File: config.mk
export PLATFORM = sky130hd
export DESIGN_NAME = oma_arbiter
export DESIGN_NICKNAME = d
export VERILOG_FILES = /design/src/include/oma_pkg.sv /design/src/verilog/oma_pin_sync.sv /design/src/verilog/oma_arbiter.sv
export SDC_FILE = /design/constraint.sdc
export NUM_CORES = 1
export LEC_CHECK = 0
export CAP_MARGIN = 20
export CORE_UTILIZATION = 39
export CTS_BUF_LIST = sky130_fd_sc_hd__clkbuf_4 sky130_fd_sc_hd__clkbuf_8
export DETAILED_ROUTE_END_ITERATION = 10
export DONT_BUFFER_PORTS = 1
export PLACE_DENSITY = 0.59
export SLEW_MARGIN = 20
export SYNTH_ARGS = -nofsm -noshare
export SYNTH_HDL_FRONTEND = slang
export SYNTH_HIERARCHICAL = 1
export SYNTH_SLANG_ARGS = --single-unit
File: constraint.sdc
create_clock -name clk_sys -period 2 [get_ports clk_sys]
set_clock_uncertainty 0.15 [all_clocks]
set_input_delay 0.1 -clock clk_sys [delete_from_list [all_inputs] [get_ports clk_sys]]
set_output_delay 0.1 -clock clk_sys [all_outputs]
set_load 0.03 [all_outputs]
File: src/include/oma_pkg.sv
package oma_pkg;

    // Operation modes, panel mode is the reset default
    typedef enum logic [1:0] {
        OMA_PANEL,
        OMA_CONTACT,
        OMA_SERIAL
    } oma_mode_e;

    // Panel mode-select codes
    localparam logic [1:0] OMA_SEL_PANEL   = 2'h0;
    localparam logic [1:0] OMA_SEL_CONTACT = 2'h1;
    localparam logic [1:0] OMA_SEL_SERIAL  = 2'h2;

    // Synchroniser depth for pin inputs
    localparam int OMA_SYNC_STAGES = 3;

    // Setpoint width
    localparam int OMA_SETPT_W = 16;

endpackage

File: src/verilog/oma_pin_sync.sv
`timescale 1ns/1ns
module oma_pin_sync
    import oma_pkg::*;
#(
    parameter int WIDTH = 1
) (
    // Clock and reset
    input  wire logic             clk_sys,
    input  wire logic             rstn,
    // Pin side
    input  wire logic [WIDTH-1:0] pin_in,
    // Filtered level
    output logic      [WIDTH-1:0] level_out
);

    initial begin
        if (WIDTH < 1) begin
            $error("oma_pin_sync: WIDTH must be at least 1");
        end
    end

    logic [WIDTH-1:0] stage1_reg;
    logic [WIDTH-1:0] stage2_reg;
    logic [WIDTH-1:0] stage3_reg;
    logic [WIDTH-1:0] level_reg;
    logic [WIDTH-1:0] level_next;

    // Accept a change once the second and third stages agree
    genvar gi;
    generate
        for (gi = 0; gi < WIDTH; gi = gi + 1) begin : g_bit
            assign level_next[gi] = (stage2_reg[gi] == stage3_reg[gi]) ? stage3_reg[gi]
                                                                       : level_reg[gi];
        end
    endgenerate

    // Three-stage chain, first stage only feeds the second
    always_ff @(posedge clk_sys) begin
        if (!rstn) begin
            stage1_reg <= '0;
            stage2_reg <= '0;
            stage3_reg <= '0;
            level_reg  <= '0;
        end else begin
            stage1_reg <= pin_in;
            stage2_reg <= stage1_reg;
            stage3_reg <= stage2_reg;
            level_reg  <= level_next;
        end
    end

    assign level_out = level_reg;

endmodule

File: src/verilog/oma_arbiter.sv
`timescale 1ns/1ns
module oma_arbiter
    import oma_pkg::*;
#(
    parameter int SETPT_W = OMA_SETPT_W
) (
    // Clock and reset
    input  wire logic               clk_sys,
    input  wire logic               rstn,
    // Operator panel
    input  wire logic               panel_mode_wr,
    input  wire logic [1:0]         panel_mode_sel,
    input  wire logic               panel_run_wr,
    input  wire logic               panel_run_val,
    input  wire logic               panel_setpt_wr,
    input  wire logic [SETPT_W-1:0] panel_setpt_val,
    // Serial host, same clock
    input  wire logic               ser_mode_req,
    input  wire logic               ser_run_wr,
    input  wire logic               ser_run_val,
    input  wire logic               ser_setpt_wr,
    input  wire logic [SETPT_W-1:0] ser_setpt_val,
    // Contact pins
    input  wire logic               contact_run_pin,
    input  wire logic               ext_switch_pin,
    // Mode indication
    output logic                    panel_mode_display,
    output logic                    contact_input_mode,
    output logic                    serial_mode_display,
    // Results
    output logic                    run_reg_out,
    output logic [SETPT_W-1:0]      setpt_out,
    output logic                    ext_switch_level,
    output logic                    contact_run_level,
    output logic                    panel_rejected,
    output logic                    ser_rejected
);

    initial begin
        if (SETPT_W < 1) begin
            $error("oma_arbiter: SETPT_W must be at least 1");
        end
    end

    oma_mode_e          mode_reg;
    oma_mode_e          mode_next;
    logic               req_prev_reg;
    logic               run_reg;
    logic               run_next;
    logic [SETPT_W-1:0] setpt_reg;
    logic [SETPT_W-1:0] setpt_next;
    logic               contact_prev_reg;
    logic               panel_rej_reg;
    logic               ser_rej_reg;
    logic [1:0]         pins_sync;

    // Contact pins cross into the clock domain; one synchroniser for both pins
    oma_pin_sync #(
        .WIDTH     (2)
    ) u_sync (
        .clk_sys   (clk_sys),
        .rstn      (rstn),
        .pin_in    ({ext_switch_pin, contact_run_pin}),
        .level_out (pins_sync)
    );

    // Mode request edge, ignored while held high
    wire req_rise = ser_mode_req && !req_prev_reg;

    // Panel mode selection decode
    wire panel_sel_ok = (panel_mode_sel == OMA_SEL_PANEL)
                     || (panel_mode_sel == OMA_SEL_CONTACT)
                     || (panel_mode_sel == OMA_SEL_SERIAL);

    // Source permissions per mode
    wire in_panel   = (mode_reg == OMA_PANEL);
    wire in_contact = (mode_reg == OMA_CONTACT);
    wire in_serial  = (mode_reg == OMA_SERIAL);
    wire panel_run_ok   = panel_run_wr && in_panel;
    wire panel_setpt_ok = panel_setpt_wr && (in_panel || in_contact);
    wire ser_run_ok     = ser_run_wr && in_serial;
    wire ser_setpt_ok   = ser_setpt_wr && in_serial;
    wire contact_edge   = pins_sync[0] != contact_prev_reg;
    wire contact_run_ok = contact_edge && in_contact;

    // Rejected attempts, reported as one-cycle pulses
    wire panel_rej = (panel_run_wr && !in_panel)
                  || (panel_setpt_wr && in_serial)
                  || (panel_mode_wr && !panel_sel_ok);
    wire ser_rej   = (ser_run_wr && !in_serial)
                  || (ser_setpt_wr && !in_serial);

    // Next mode: serial request edge beats a panel change
    always_comb begin
        mode_next = mode_reg;
        if (req_rise) begin
            mode_next = OMA_SERIAL;
        end else if (panel_mode_wr && panel_sel_ok) begin
            unique case (panel_mode_sel)
                OMA_SEL_CONTACT: mode_next = OMA_CONTACT;
                OMA_SEL_SERIAL:  mode_next = OMA_SERIAL;
                default:         mode_next = OMA_PANEL;
            endcase
        end
    end

    // Run state follows the one source allowed in this mode
    always_comb begin
        run_next = run_reg;
        if (panel_run_ok) begin
            run_next = panel_run_val;
        end else if (ser_run_ok) begin
            run_next = ser_run_val;
        end else if (contact_run_ok) begin
            run_next = pins_sync[0];
        end
    end

    // Setpoint follows the one source allowed in this mode
    always_comb begin
        setpt_next = setpt_reg;
        if (panel_setpt_ok) begin
            setpt_next = panel_setpt_val;
        end else if (ser_setpt_ok) begin
            setpt_next = ser_setpt_val;
        end
    end

    // State registers
    always_ff @(posedge clk_sys) begin
        if (!rstn) begin
            mode_reg         <= OMA_PANEL;
            req_prev_reg     <= 1'b0;
            run_reg          <= 1'b0;
            setpt_reg        <= '0;
            contact_prev_reg <= 1'b0;
            panel_rej_reg    <= 1'b0;
            ser_rej_reg      <= 1'b0;
        end else begin
            mode_reg         <= mode_next;
            req_prev_reg     <= ser_mode_req;
            run_reg          <= run_next;
            setpt_reg        <= setpt_next;
            contact_prev_reg <= pins_sync[0];
            panel_rej_reg    <= panel_rej;
            ser_rej_reg      <= ser_rej;
        end
    end

    // Outputs, all from flip-flops
    assign panel_mode_display  = (mode_reg == OMA_PANEL);
    assign contact_input_mode  = (mode_reg == OMA_CONTACT);
    assign serial_mode_display = (mode_reg == OMA_SERIAL);
    assign run_reg_out         = run_reg;
    assign setpt_out           = setpt_reg;
    assign ext_switch_level    = pins_sync[1];
    assign contact_run_level   = pins_sync[0];
    assign panel_rejected      = panel_rej_reg;
    assign ser_rejected        = ser_rej_reg;

endmodule

==> After elaboration in Yosys (flattened, before gate mapping) <==
Index checks and enable logic that the tools add are counted.
{ "totals": {"input_bits": 46, "register_bits": 31, "word_cells": 57, "output_inout_bits": 24} }
{ "op_classes": {"mux": 8, "n_reduce_logical": 28, "eq_ne": 7, "n_bitwise": 1} }
{ "ops": {"columns": ["cell", "n"], "rows": [
  ["$mux W16", 2],
  ["$logic_and A1 B1 Y1", 12],
  ["$logic_or A1 B1 Y1", 6],
  ["$eq A2 B1 Y1 const B", 2],
  ["$eq A2 B2 Y1 const B", 2],
  ["$logic_not A1 Y1", 4],
  ["$logic_not A2 Y1", 2],
  ["$mux W2", 2],
  ["$pmux W2 S2", 1],
  ["$reduce_bool A2 Y1", 2],
  ["$mux W1", 3],
  ["$reduce_bool A3 Y1", 1],
  ["$eq A1 B1 Y1", 2],
  ["$reduce_or A2 Y1", 1],
  ["$ne A1 B1 Y1", 1],
  ["$not A1 Y1", 1]
]} }

==> Longest topological paths before layout <==
{ "logic_depth": {"ltp_word": 6, "ltp_mapped": 7} }

==> Modules after synthesis <==
The synthesis kept the hierarchy.
{ "modules_own_cells": {"columns": ["mod", "instances", "seq_area_each_um2", "area_per_inst_um2", "cells_per_inst"], "rows": [
  ["oma_arbiter", 1, 460.4, 1151.1, 115],
  ["oma_pin_sync", 1, 160.2, 237.7, 20]
]} }

==> Least setup slack after synthesis <==
Ideal clock, no wire load.
{ "synth_path": {"kind": "reg-to-reg", "from": "register mode_reg[0]", "to": "register run_reg, in the netlist run_reg_out", "setup_ns": 0.095, "setup_slack_ns": 0.373, "stages_incl_launch_ff": 4, "arrival_ns": 1.382, "cell_sequence": "dfxtp_1 nor2b_1 a32oi_1 a221oi_1"} }
{ "synth_between": {"elab_cells_between_ends": 9, "cone_classes": "eq/ne (2); mux (2); reduce/logical (5)"} }
{ "synth_rtl": {"columns": ["item", "line", "source"], "rows": [
  ["from (decl)", "oma_arbiter.sv:45", "oma_mode_e mode_reg;"],
  ["from (signal assigned)", "oma_arbiter.sv:140", "mode_reg <= mode_next;"],
  ["$eq A2 B1 Y1", null, null],
  ["named net contact_input_mode", "oma_arbiter.sv:28", "output logic contact_input_mode,"],
  ["$logic_and A1 B1 Y1", "oma_arbiter.sv:84", "wire contact_run_ok = contact_edge && in_contact;"],
  ["$reduce_bool A3 Y1 (no source line)", null, null],
  ["to (signal assigned)", "oma_arbiter.sv:142", "run_reg <= run_next;"],
  ["to (decl)", "oma_arbiter.sv:48", "logic run_reg;"]
]} }
The timed path passes the listed nets, and every way through them passes these cells.
A chain may end at the register's enable or synchronous reset.

==> Final worst setup path <==
{ "layout_path": {"from": "input panel_mode_sel[0]", "to": "register panel_rej_reg, in the netlist panel_rejected"} }
{ "layout_between": {"elab_chain_cells": 6, "elab_cells_between_ends": 8, "cone_classes": "eq/ne (2); reduce/logical (6)"} }
{ "layout_rtl": {"columns": ["item", "line", "source"], "rows": [
  ["from (decl)", "oma_arbiter.sv:12", "input wire logic [1:0] panel_mode_sel,"],
  ["$eq A2 B1 Y1 / $logic_not A2 Y1 (equally long branches)", "oma_arbiter.sv:72, oma_arbiter.sv:71", null],
  ["$logic_or A1 B1 Y1", "oma_arbiter.sv:72", "|| (panel_mode_sel == OMA_SEL_CONTACT)"],
  ["$logic_or A1 B1 Y1 (*)", "oma_arbiter.sv:73", "|| (panel_mode_sel == OMA_SEL_SERIAL);"],
  ["$logic_not A1 Y1 (*)", "oma_arbiter.sv:89", "|| (panel_mode_wr && !panel_sel_ok);"],
  ["$logic_and A1 B1 Y1 (*)", "oma_arbiter.sv:89", null],
  ["$logic_or A1 B1 Y1 (*)", "oma_arbiter.sv:89", null],
  ["to (signal assigned)", "oma_arbiter.sv:145", "panel_rej_reg <= panel_rej;"],
  ["to (decl)", "oma_arbiter.sv:53", "logic panel_rej_reg;"]
]} }
Every way passes the cells marked *; elsewhere a longest branch is shown, timed or not.

==> impl_metrics.csv <==
group,metric,value,unit
cells_and_area,nets,232,
timing,tightest_slew,0.7064,ns
power,cellPowerDensity,702.8,mW/mm²
global_routing,grt_usage,0.1790,
power,p_leak,0.0007486,µW
setup_path,cp.arrival,1.96,ns
route,vias,1216,
setup_path,crit_start,"panel_mode_sel[0]",
cells_and_area,design_area,0.001951,mm²
timing,rsz0062_at_grt,"no",
global_routing,grt_pass1_vias,1180,
floorplan,io_pins,70,
yosys,async_flop_share,0,
setup_path,cp.required,2.12,ns
cts,cts_htree_levels,2,
route,wl,3349,µm
timing,setup_violations,0,
route,drt-wirelength-per-cell,14.50,µm
route,vias_per_cell,5.264,
global_routing,grt_max_degree,29,
placement,gp_congestion,0.7202,
setup_path,crit_path_max_incr_delay,0.56,ns
yosys,ys_ff_latch,31,
cts,cts-root-buf,"clkbuf_4",
global_routing,grt_pass1_wl,4802,µm
setup_path,r2r_start,"mode_reg[1]",
cts,numCtsBuffers,5,
yosys,syn_area,0.001389,mm²
placement,placed_cell_area,0.001415,mm²
flow_run,drv_cap,0,
timing,fin_crit_sh,0.9207,
floorplan,die-area,0.003804,mm²
floorplan,die_height,61.68,µm
global_routing,antenna_found_initial,0,
power,irDropWorstVdd,0.0004546,V
yosys,avgSynthCellArea,10.29,µm²
cells_and_area,final_core_util,0.5800,
cells_and_area,layout-drive-gt1-share,0.1568,
setup_path,crit_chain,"dlygate4sd3_1, nand3_1, dlygate4sd3_1, a21oi_1, dlygate4sd3_1",
cts,clkSlewWorstSetupHoldPaths,0.09,ns
setup_path,cp-start-kind,"input port",
timing,fmax,543.1,MHz
timing,report.final.slew_viol_count,0,
yosys,ys_types,33,
setup_path,crit_buf_inv,3,
route,drt_iter0_markers,30,
floorplan,die_w,61.68,µm
cells_and_area,syn2layout_area_growth,40.45,%
placement,post-dp-hpwl,2075,µm
timing,hold_viol,0,
floorplan,start_util,0.4129,
setup_path,worstRegToRegCells,3,
setup_path,critPathTopFamily,"buffers and inverters",
worst_hold_path,min-delay-start,"panel_setpt_wr",
setup_path,path_max_fanout,2,
setup_path,worstReg2RegEnd,"setpt_out[6]",
cts,cts_tree,"built",
setup_path,crit_cells,5,
timing,fin_setup_tns,0,ns
cells_and_area,largest_reg_flops,16,
yosys,yosys_warnings,6,
yosys,synth_nets,181,
run_status,status,"finished clean",
setup_path,r2r_slack,0.20,ns
setup_path,crit_slowest_cell,"dlygate4sd3_1",
yosys,synth_enable_flop_cells,0,
setup_path,endpoint,"panel_rejected",
setup_path,critPathMostFrequentCell,"dlygate4sd3_1",
floorplan,core_area,0.003363,mm²
timing,hold_ws,0.07219,ns
yosys,syn_inst,135,
cts,clk_latency,0.31,ns
yosys,synthFlopType,"dfxtp_1",
worst_hold_path,min_path_type,"input port to flip-flop",
setup_path,worst_setup_path_end_kind,"flip-flop",
cells_and_area,antenna-diode-count,0,
floorplan,num_rows,21,
yosys,ys_seq_area_frac,0.4468,
cts,postCtsResizedCells,0,
global_routing,grt-ovfl-total,0,
timing,fin_crit,1.841,ns
cts,clk_path_buf_depth,2,
route,remaining_drc_errors,0,
timing,relSlewSlack,0.5290,
placement,portBuffers,0,
cts,clock_sinks,31,
route,drtPass1Iterations,4,
route,ant_nets,0,
setup_path,criticalPathCategory,"input port to flip-flop",
[where the power goes]
part / switching, µW / leakage (µW) / internal (µW) / total [µW]
clock network: 181 / 0.0000276 / 138 / 319
logic: 122 / 0.000465 / 153 / 275
registers: 112 / 0.000256 / 665 / 777
total: 415 / 0.000749 / 956 / 1370
[timing repair]
item	CTS	global route
hold buffers	49	0
endpoints found under the hold margin	31	0
setup buffers	0	0
endpoints found under the setup margin	0	0
[worst reg2reg max path: stages (launching register included)]
cell      delay, ns
dfxtp_1        0.54
and3b_1        0.22
or2_1          0.57
a211oi_1       0.17
[cell type report]
class                           count  area (µm²)
Tap cell                           46       57.56
Timing Repair Buffer               54       528.0
Fill cell                         307        1413
Inverter                            6       22.52
Clock buffer                        6       45.04
Multi-Input combinational cell     88       676.9
Sequential cell                    31       620.6
[cell usage after synthesis (2+ instances only)]
cell type  count  share of area
mux2i_1       16           0.12
a211oi_1       6          0.032
nor2b_1        3          0.014
a21oi_1        3          0.011
a21boi_1       2          0.011
nand3_1        2         0.0072
and2b_1        2          0.011
and2_2         6          0.032
buf_6          2          0.016
inv_1          5          0.014
buf_2          3          0.011
and2_1         2         0.0090
dfxtp_1       31           0.45
clkbuf_1       2         0.0054
nor2_1         3         0.0081
o21ai_0        3          0.011
a211oi_2      10          0.090
nor3_1        16          0.058
nand2_1        3         0.0081
nand2b_1       2         0.0090
[how the worst min path moves through the flow]
stage	to	slack (ns)	depth (start not counted)
final	setpt_out[15]	0.07	3
after global routing	setpt_out[4]	0.08	3
after CTS	setpt_out[15]	0.06	3
after detailed placement	req_prev_reg	0.08	1
after global placement	req_prev_reg	0.08	1
after floorplan	req_prev_reg	0.07	1
[metrics by stage]
step	total power, µW	std cells	setup WS (ns)
after floorplan	959.4	135	0.3727
after global placement	973.3	176	0.2889
after detailed placement	982.6	176	0.1947
after CTS	1387	231	0.1842
after global routing	1447	231	0.06019
final	1371	231	0.1586
[logic make-up after synthesis]
group                  Yosys count  synth area share
buffers and inverters           16           0.07117
flip-flops                      31            0.4469
multiplexers                    16            0.1153
AO/OA/AOI/OAI                   30            0.1910
AND/OR/NAND/NOR                 42            0.1757
[cells in the final DEF, fill, tap and decap left out, types with 5 or more instances in the layout]
cell,count
clkbuf_4,6
nor3_1,16
and2_2,6
mux2i_1,16
a211oi_2,10
dlygate4sd3_1,49
inv_1,5
buf_4,5
dfxtp_1,31
a211oi_1,6
[routing by layer]
layer,vias up,part of all wire,track usage
met1,565,0.38,0.1746
met2,49,0.52,0.3287
li1,591,-,-
met3,11,0.066,0.05882
met4,0,0.029,0.1016
met5,-,0,0
(Power assumes the default switching activity.)
